### src/include/ssc_pkg.sv
// Purpose: Shared constants for the synthesizer serial control block
// Assumes: core clock is the phase-detector reference, 50 MHz
// Notes:   Host-side Wishbone offsets live here too

package ssc_pkg;

	// ----------------------------------------------------------------
	// Serial word
	// ----------------------------------------------------------------
	localparam int WORD_W  = 24;
	localparam int SEL_W   = 3;
	localparam int NUM_REG = 8;

	typedef enum logic [2:0] {
		SSC_CHANNEL_DIVIDE_WORD,
		SSC_MODULUS_REFERENCE_WORD,
		SSC_PHASE_WORD,
		SSC_FUNCTION_WORD,
		SSC_PUMP_TIMER_WORD,
		SSC_POWER_WORD,
		SSC_MUX_WORD,
		SSC_TEST_WORD
	} ssc_reg_sel_t;

	// Channel divide word fields
	localparam int INT_LSB  = 15;
	localparam int INT_W    = 8;
	localparam int FRACTION_NUMERATOR_LSB = 3;
	localparam int FRACTION_NUMERATOR_W   = 12;
	// Modulus / reference word fields
	localparam int MOD_LSB   = 3;
	localparam int MOD_W     = 12;
	localparam int RDIV_LSB  = 15;
	localparam int RDIV_W    = 4;
	localparam int DBL_POS   = 19;
	localparam int HALF_POS  = 22;
	localparam int BOOST_POS = 23;
	// Phase word
	localparam int PHASE_LSB = 3;
	localparam int PHASE_W   = 12;
	// Timer word
	localparam int TSEL_LSB = 3;
	localparam int TOUT_LSB = 5;
	localparam int TOUT_W   = 9;
	// Mux word
	localparam int OSEL_LSB   = 3;
	localparam int OSEL_W     = 4;
	localparam int LDWIDE_POS = 12;

	// ----------------------------------------------------------------
	// Fast lock and lock detect
	// ----------------------------------------------------------------
	localparam int TIMER_DIV    = 4;
	localparam int CELL_W       = 7;
	localparam logic [CELL_W-1:0] CELLS_MAX = 7'h40;
	localparam logic [CELL_W-1:0] CELLS_MIN = 7'h01;
	localparam int LOCK_CYCLES  = 40;
	localparam int ERR_W        = 8;
	localparam logic [ERR_W-1:0] ERR_NARROW_NS = 8'h03;
	localparam logic [ERR_W-1:0] ERR_WIDE_NS   = 8'h0A;
	localparam logic [ERR_W-1:0] ERR_LOSS_NS   = 8'h1E;

	typedef enum logic [1:0] {
		SSC_TMR_PUMP,
		SSC_TMR_SW1,
		SSC_TMR_SW2,
		SSC_TMR_SW3
	} ssc_timer_sel_t;

	// Test output selections
	localparam logic [3:0] OSEL_LOW     = 4'h0;
	localparam logic [3:0] OSEL_LOCK    = 4'h1;
	localparam logic [3:0] OSEL_FAST    = 4'h2;
	localparam logic [3:0] OSEL_PUMPEXP = 4'h3;
	localparam logic [3:0] OSEL_SW1     = 4'h4;
	localparam logic [3:0] OSEL_SW2     = 4'h5;
	localparam logic [3:0] OSEL_SW3     = 4'h6;
	localparam logic [3:0] OSEL_HIGH    = 4'hF;

	// ----------------------------------------------------------------
	// Host controller
	// ----------------------------------------------------------------
	localparam int SCLK_HALF = 4;
	localparam logic [3:0] HOST_TXDATA = 4'h0;
	localparam logic [3:0] HOST_STATUS = 4'h4;
	localparam logic [3:0] HOST_MASK   = 4'h8;
	localparam int ST_BUSY    = 0;
	localparam int ST_DONE    = 1;
	localparam int ST_OVERRUN = 2;

endpackage : ssc_pkg

### src/include/ssc_link_if.sv
// Purpose: Three-wire serial programming link
// Assumes: host drives all three wires
// Notes:   No clocking block; both ends sample on core_clk

`timescale 1ns/1ps

interface ssc_link_if;
	logic serialClk;
	logic serialData;
	logic loadStrobe;

	modport host   (output serialClk, output serialData, output loadStrobe);
	modport device (input serialClk, input serialData, input loadStrobe);
endinterface : ssc_link_if

### src/hw/ssc_device.sv
// Purpose: Serial register bank and fast-lock control of the synthesizer
// Assumes: core_clk is the phase-detector reference; one PFD cycle per edge
// Notes:   Link wires are asynchronous and pass two flip-flops first
//
// Our own choices: the placing of the registers and the Wishbone interface to the registers.

`timescale 1ns/1ps

module ssc_device
	import ssc_pkg::*;
(
	input  wire logic                core_clk,
	input  wire logic                resetn,
	ssc_link_if.device               link,
	input  wire logic [ERR_W-1:0]    pfdErrNs,
	output logic      [INT_W-1:0]    intDivide,
	output logic      [FRACTION_NUMERATOR_W-1:0]   fractionNumerator,
	output logic      [MOD_W-1:0]    fractionModulus,
	output logic      [PHASE_W-1:0]  phaseSeed,
	output logic      [RDIV_W-1:0]   refDivide,
	output logic                     refHalve,
	output logic                     refDouble,
	output logic                     pumpCurrentBoost,
	output logic      [CELL_W-1:0]   pumpCells,
	output logic      [2:0]          filterSwitchClosed,
	output logic                     fastLock,
	output logic                     lockDetect,
	output logic                     testSelectOutput
);

	// ----------------------------------------------------------------
	// Link synchronisers and edge detect
	// ----------------------------------------------------------------
	logic [2:0] syncA_r;
	logic [2:0] syncB_r;
	logic [2:0] syncC_r;
	wire        clkRise  = syncB_r[0] & ~syncC_r[0];
	wire        loadRise = syncB_r[2] & ~syncC_r[2];

	always_ff @(posedge core_clk or negedge resetn) begin
		if (!resetn) begin
			syncA_r <= 3'h0;
			syncB_r <= 3'h0;
			syncC_r <= 3'h0;
		end else begin
			syncA_r <= {link.loadStrobe, link.serialData, link.serialClk};
			syncB_r <= syncA_r;
			syncC_r <= syncB_r;
		end
	end

	// ----------------------------------------------------------------
	// Shift register and register bank
	// ----------------------------------------------------------------
	logic [WORD_W-1:0] shift_r;
	logic [WORD_W-1:0] bank_r [NUM_REG];
	logic              chanWrite_r;
	wire  [SEL_W-1:0]  wordSel = shift_r[SEL_W-1:0];

	always_ff @(posedge core_clk or negedge resetn) begin
		if (!resetn) begin
			shift_r <= '0;
		end else if (clkRise) begin
			shift_r <= {shift_r[WORD_W-2:0], syncB_r[1]};
		end
	end

	generate
		for (genvar g = 0; g < NUM_REG; g++) begin : gBank
			always_ff @(posedge core_clk or negedge resetn) begin
				if (!resetn) begin
					bank_r[g] <= '0;
				end else if (loadRise && wordSel == SEL_W'(g)) begin
					bank_r[g] <= shift_r;
				end
			end
		end
	endgenerate

	// Channel write seen one cycle late: divider updates next PFD cycle
	always_ff @(posedge core_clk or negedge resetn) begin
		if (!resetn) begin
			chanWrite_r <= 1'b0;
		end else begin
			chanWrite_r <= loadRise && wordSel == SEL_W'(SSC_CHANNEL_DIVIDE_WORD);
		end
	end

	wire [WORD_W-1:0] chanWord  = bank_r[SSC_CHANNEL_DIVIDE_WORD];
	wire [WORD_W-1:0] modWord   = bank_r[SSC_MODULUS_REFERENCE_WORD];
	wire [WORD_W-1:0] phaseWord = bank_r[SSC_PHASE_WORD];
	wire [WORD_W-1:0] muxWord   = bank_r[SSC_MUX_WORD];

	// ----------------------------------------------------------------
	// Applied settings, double buffered by the channel write
	// ----------------------------------------------------------------
	always_ff @(posedge core_clk or negedge resetn) begin
		if (!resetn) begin
			intDivide         <= '0;
			fractionNumerator <= '0;
			fractionModulus   <= '0;
			phaseSeed         <= '0;
			refDivide         <= '0;
			refHalve          <= 1'b0;
			refDouble         <= 1'b0;
			pumpCurrentBoost  <= 1'b0;
		end else if (chanWrite_r) begin
			intDivide         <= chanWord[INT_LSB +: INT_W];
			fractionNumerator <= chanWord[FRACTION_NUMERATOR_LSB +: FRACTION_NUMERATOR_W];
			fractionModulus   <= modWord[MOD_LSB +: MOD_W];
			phaseSeed         <= phaseWord[PHASE_LSB +: PHASE_W];
			refDivide         <= modWord[RDIV_LSB +: RDIV_W];
			refHalve          <= modWord[HALF_POS];
			refDouble         <= modWord[DBL_POS];
			pumpCurrentBoost  <= modWord[BOOST_POS];
		end
	end

	// ----------------------------------------------------------------
	// Timer clock and timeout values
	// ----------------------------------------------------------------
	logic [1:0]        tdiv_r;
	logic [TOUT_W-1:0] tout_r [4];
	wire               tick = (tdiv_r == 2'(TIMER_DIV - 1));
	wire  [WORD_W-1:0] tmrWord = bank_r[SSC_PUMP_TIMER_WORD];

	always_ff @(posedge core_clk or negedge resetn) begin
		if (!resetn) begin
			tdiv_r <= 2'h0;
		end else begin
			tdiv_r <= tdiv_r + 2'h1;
		end
	end

	// Each timer word write updates the timer named in its select field
	generate
		for (genvar t = 0; t < 4; t++) begin : gTout
			always_ff @(posedge core_clk or negedge resetn) begin
				if (!resetn) begin
					tout_r[t] <= '0;
				end else if (loadRise && wordSel == 3'(SSC_PUMP_TIMER_WORD)
						&& shift_r[TSEL_LSB +: 2] == 2'(t)) begin
					tout_r[t] <= shift_r[TOUT_LSB +: TOUT_W];
				end
			end
		end
	endgenerate

	// ----------------------------------------------------------------
	// Fast lock sequence
	// ----------------------------------------------------------------
	logic [TOUT_W-1:0] pumpCnt_r;
	logic [TOUT_W-1:0] swCnt_r [3];
	wire               pumpExpired = (pumpCnt_r >= tout_r[SSC_TMR_PUMP]);

	always_ff @(posedge core_clk or negedge resetn) begin
		if (!resetn) begin
			pumpCnt_r <= '0;
			pumpCells <= CELLS_MIN;
		end else if (chanWrite_r) begin
			pumpCnt_r <= '0;
			pumpCells <= CELLS_MAX;
		end else if (tick) begin
			if (!pumpExpired) begin
				pumpCnt_r <= pumpCnt_r + TOUT_W'(1);
			end else if (pumpCells != CELLS_MIN) begin
				pumpCells <= pumpCells >> 1;
			end
		end
	end

	// Switches count from the channel write; host pads them by seven
	generate
		for (genvar s = 0; s < 3; s++) begin : gSw
			wire swDone = (swCnt_r[s] >= tout_r[s+1]);
			always_ff @(posedge core_clk or negedge resetn) begin
				if (!resetn) begin
					swCnt_r[s]            <= '0;
					filterSwitchClosed[s] <= 1'b0;
				end else if (chanWrite_r) begin
					swCnt_r[s]            <= '0;
					filterSwitchClosed[s] <= 1'b1;
				end else if (tick) begin
					if (!swDone) begin
						swCnt_r[s] <= swCnt_r[s] + TOUT_W'(1);
					end else begin
						filterSwitchClosed[s] <= 1'b0;
					end
				end
			end
		end
	endgenerate

	always_ff @(posedge core_clk or negedge resetn) begin
		if (!resetn) begin
			fastLock <= 1'b0;
		end else if (chanWrite_r) begin
			fastLock <= 1'b1;
		end else if (pumpCells == CELLS_MIN && filterSwitchClosed == 3'h0) begin
			fastLock <= 1'b0;
		end
	end

	// ----------------------------------------------------------------
	// Lock detect
	// ----------------------------------------------------------------
	logic [5:0]       goodCnt_r;
	wire  [ERR_W-1:0] errLimit = muxWord[LDWIDE_POS] ? ERR_WIDE_NS
	                                                 : ERR_NARROW_NS;
	wire              errGood  = (pfdErrNs < errLimit);
	wire              errLoss  = (pfdErrNs > ERR_LOSS_NS);

	always_ff @(posedge core_clk or negedge resetn) begin
		if (!resetn) begin
			goodCnt_r  <= '0;
			lockDetect <= 1'b0;
		end else if (chanWrite_r || errLoss) begin
			goodCnt_r  <= '0;
			lockDetect <= 1'b0;
		end else if (!errGood) begin
			goodCnt_r <= '0;
		end else if (goodCnt_r == 6'(LOCK_CYCLES - 1)) begin
			lockDetect <= 1'b1;
		end else begin
			goodCnt_r <= goodCnt_r + 6'h01;
		end
	end

	// ----------------------------------------------------------------
	// Test output multiplexer
	// ----------------------------------------------------------------
	logic muxNxt;
	wire  [OSEL_W-1:0] outputSelectField = muxWord[OSEL_LSB +: OSEL_W];

	always_comb begin
		unique case (outputSelectField)
			OSEL_LOCK:    muxNxt = lockDetect;
			OSEL_FAST:    muxNxt = fastLock;
			OSEL_PUMPEXP: muxNxt = pumpExpired;
			OSEL_SW1:     muxNxt = filterSwitchClosed[0];
			OSEL_SW2:     muxNxt = filterSwitchClosed[1];
			OSEL_SW3:     muxNxt = filterSwitchClosed[2];
			OSEL_HIGH:    muxNxt = 1'b1;
			default:      muxNxt = 1'b0;
		endcase
	end

	always_ff @(posedge core_clk or negedge resetn) begin
		if (!resetn) begin
			testSelectOutput <= 1'b0;
		end else begin
			testSelectOutput <= muxNxt;
		end
	end

endmodule : ssc_device

### src/flat_wrapper.sv
// flat-port wrapper written by rule: the top's interface ports become plain ports
module ssc_device_flat import ssc_pkg::*;
  (core_clk, resetn, pfdErrNs, intDivide, fractionNumerator, fractionModulus, phaseSeed, refDivide, refHalve, refDouble, pumpCurrentBoost, pumpCells, filterSwitchClosed, fastLock, lockDetect, testSelectOutput, link_serialClk, link_serialData, link_loadStrobe);
  ssc_link_if link_i ();
  input  wire logic core_clk;
  input  wire logic resetn;
  input  wire logic [ERR_W-1:0] pfdErrNs;
  output logic      [INT_W-1:0] intDivide;
  output logic      [FRACTION_NUMERATOR_W-1:0] fractionNumerator;
  output logic      [MOD_W-1:0] fractionModulus;
  output logic      [PHASE_W-1:0] phaseSeed;
  output logic      [RDIV_W-1:0] refDivide;
  output logic refHalve;
  output logic refDouble;
  output logic pumpCurrentBoost;
  output logic      [CELL_W-1:0] pumpCells;
  output logic      [2:0] filterSwitchClosed;
  output logic fastLock;
  output logic lockDetect;
  output logic testSelectOutput;
  input wire logic [$bits(link_i.serialClk)-1:0] link_serialClk;
  input wire logic [$bits(link_i.serialData)-1:0] link_serialData;
  input wire logic [$bits(link_i.loadStrobe)-1:0] link_loadStrobe;
  assign link_i.serialClk = link_serialClk;
  assign link_i.serialData = link_serialData;
  assign link_i.loadStrobe = link_loadStrobe;
  ssc_device u_core (.core_clk(core_clk), .resetn(resetn), .link(link_i), .pfdErrNs(pfdErrNs), .intDivide(intDivide), .fractionNumerator(fractionNumerator), .fractionModulus(fractionModulus), .phaseSeed(phaseSeed), .refDivide(refDivide), .refHalve(refHalve), .refDouble(refDouble), .pumpCurrentBoost(pumpCurrentBoost), .pumpCells(pumpCells), .filterSwitchClosed(filterSwitchClosed), .fastLock(fastLock), .lockDetect(lockDetect), .testSelectOutput(testSelectOutput));
endmodule
### config.mk
export PLATFORM = sky130hd
export DESIGN_NAME = ssc_device_flat
export DESIGN_NICKNAME = d
export VERILOG_FILES = /design/src/include/ssc_pkg.sv /design/src/include/ssc_link_if.sv /design/src/hw/ssc_device.sv /design/src/flat_wrapper.sv
export SDC_FILE = /design/constraint.sdc
export NUM_CORES = 1
export LEC_CHECK = 0
export BUFFER_PORTS_ARGS = -buffer_cell sky130_fd_sc_hd__buf_2
export CAP_MARGIN = 10
export CORE_ASPECT_RATIO = 2
export CORE_UTILIZATION = 50
export CTS_BUF_LIST = sky130_fd_sc_hd__clkbuf_4
export CTS_CLUSTER_SIZE = 10
export DETAILED_ROUTE_END_ITERATION = 8
export GPL_ROUTABILITY_DRIVEN = 1
export PLACE_DENSITY = 0.68
export SLEW_MARGIN = 5
export SYNTH_ARGS = -nofsm -noshare
export SYNTH_HDL_FRONTEND = slang
export SYNTH_SLANG_ARGS = --single-unit
### constraint.sdc
create_clock -name core_clk -period 3.5 [get_ports core_clk]
set_clock_uncertainty 0.15 [all_clocks]
set_input_delay 0.875 -clock core_clk [delete_from_list [all_inputs] [get_ports core_clk]]
set_output_delay 0.875 -clock core_clk [all_outputs]
set_load 0.02 [all_outputs]
==> metrics.csv <==
metric;value;unit
hold-worst-slack;80.8;ps
hold_class;in -> async;
root_buffer;clkbuf_4;
synth_edf_count;0;
status;finished clean;
final_hold_viol_count;0;
clkSlewWorstSetupHoldPaths;80;ps
drt-pass1-iter-count;4;
synth_warnings;0;
post_cts_resized;0;
port_buffers;76;
slew_viol_final;0;
power;7.47;mW
synth_top_flop_cell;dfrtp_1;
worst_slack;1050;ps
critPathTopFamily;compound AO/OA/AOI/OAI gates;
h-tree-depth;2;
critPathSlowestCell;a221oi_4;
cap_violations;0;
grtUsageTotal;20.7;%
fin_crit;2450;ps
syn_area;0.0101;mm2
p_per_area;652;mW/mm2
wl_per_cell;16.7;um
ir_drop;0.462;mV
path_max_fanout;10;
core;0.0198;mm2
first_global_vias;6646;
regArea;0.00584;mm2
setup.worst_path.class;reg -> reg;
synth.distinct_cells;48;
rsz0062_at_grt;false;
yosysTopAreaCellShare;57.4;%
grt.overflow.total;0;
place.detailed.hpwl;13600;um
final_antenna_net_count;0;
grt_max_degree;97;
power_leakage;5.87;nW
finalSetupTns;0;ps
crit_buf_inv;0;
crit_path_end_kind;flip-flop;
timing.final.crit_share;70.0;%
worstPathCellList;ha_1 > and3_2 > a221o_1 > a221oi_4 > nand4_1 > xor2_1 > nor2_1;
totalWireLength;20000;um
setup_viol_count_final;0;
die-area;0.0208;mm2
fmax;0.408;GHz
die_y;203;um
critPathMaxStageDelay;510;ps
route.detailed.drc;0;
ys_ff_latch;233;
drt_iter0_drc;157;
crit_arrival;2820;ps
drive_above_1_share;35.8;%
hold_buffers;0;
async_reset_ff_share;100;%
ys_seq_area_share;57.6;%
area_growth;13.3;%
start_kind;flip-flop;
routed_via_density;5.27;
grt_pass1_wl;33100;um
place_congestion;0.803;
dp_slack;1060;ps
fin_nets;960;
final_cell_mix;231 x dfrtp_1, 161 x mux2_2, 75 x buf_2, 72 x clkbuf_4, 52 x nor2_1;
cts_tree;built;
final_core_utilization;57.8;%
avgSynthCellArea;12.8;um2
cts_setup_buffers;0;
synthCells;791;
antenna_found_initial;1;
synth_area_leaders;dfrtp_1 57%, mux2_2 18%, ha_1 5.3%;
num_vias;6301;
clkLatencyLatePin;660;ps
cts_buffers;51;
clock_path_buffers;3;
r2r_setup_slack;1050;ps
fp-row-count;73;
syn_nets;847;
multi_input_comb_area;0.00400;mm2
maxSlewHeadroom;33.9;%
cp_data_required_time;3870;ps
initial_core_util;51.0;%
filler_cell_count;1720;
synth.largest_area_cell;dfrtp_1;
die_w;103;um
final_common_cell;dfrtp_1;
tightest_slew;988;ps
cts.sinks;233;
ios;77;
[cell families after synthesis]
family	Yosys count	synth area share (%)
compound gates	65	4.21
xor+xnor	29	2.51
fa+ha+maj	43	5.32
buf+inv	73	2.82
flops	233	57.7
mux	170	18.8
simple gates	178	8.68
[sequential cells by signal, indices dropped and copies added (netlist names), 4 cells and up]
name	cells
u_core.phaseSeed	12
u_core.refDivide	4
u_core.shift_r	24
u_core.pumpCells	7
u_core.fractionNumerator	12
u_core.goodCnt_r	6
u_core.intDivide	8
u_core.muxWord	5
u_core.phaseWord	12
u_core.pumpCnt_r	9
u_core.tout_r	36
u_core.modWord	19
u_core.chanWord	20
u_core.fractionModulus	12
u_core.swCnt_r	27
[synthesized netlist by cell type, types with 3 or more instances]
master and count:
a21o_1 6, a21oi_1 22, and3_1 7, buf_2 9
clkbuf_1 17, dfrtp_1 232, ha_1 43, inv_1 45
mux2_2 161, mux2i_1 9, nand2_1 42, nand2b_1 3
nand3_1 20, nand4_1 16, nor2_1 52, nor2b_1 8
nor3_1 7, nor3b_1 3, nor4_1 4, nor4b_1 3
o21ai_0 18, o31ai_1 3, or4_1 3, xnor2_1 13
xor2_1 16
[worst paths after layout]
check	start	endpoint	cells after the start
setup / recovery	u_core.swCnt_r[16]	u_core.swCnt_r[15]	7
max in group asynchronous	resetn	u_core.pumpCells[0]	2
setup reg to reg	u_core.swCnt_r[16]	u_core.swCnt_r[15]	7
hold / removal	resetn	u_core.filterSwitchClosed[2]	1
hold reg to reg	u_core.syncA_r[2]	u_core.syncB_r[2]	0
min in group core_clk	u_core.syncA_r[2]	u_core.syncB_r[2]	0
[area by class of cell]
cell class / instances / area share (%)
Clock buffer: 72 / 4.72
Sequential cell: 233 / 50.9
Multi-Input combinational cell: 485 / 34.9
Antenna cell: 1 / 0.0218
Timing Repair Buffer: 88 / 4.30
Tap cell: 262 / 2.86
Inverter: 45 / 1.47
Clock inverter: 9 / 0.786
[through the flow]
| step | instances | area, um2 |
|---|---|---|
| after CTS | 1194 | 11500 |
| after floorplan | 791 | 10100 |
| final | 1195 | 11500 |
| after global placement | 1113 | 10800 |
| after detailed placement | 1113 | 10800 |
| after global routing | 1195 | 11500 |
[report_power, final]
group | switching (mW) | internal (mW)
sequential | 0.556 | 3.22
clock | 0.992 | 1.08
combinational | 0.870 | 0.748
total | 2.42 | 5.05
[routing by layer]
metal,wire length (um),up-vias,share of wire (%),GRT usage (%)
met4,507,0,2.5,7.76
li1,-,2990,-,-
met1,7530,3160,38,22.5
met2,11200,108,56,38.5
met5,0,-,0,0
met3,706,43,3.5,4.01
Power figures use the tool's default switching activity.
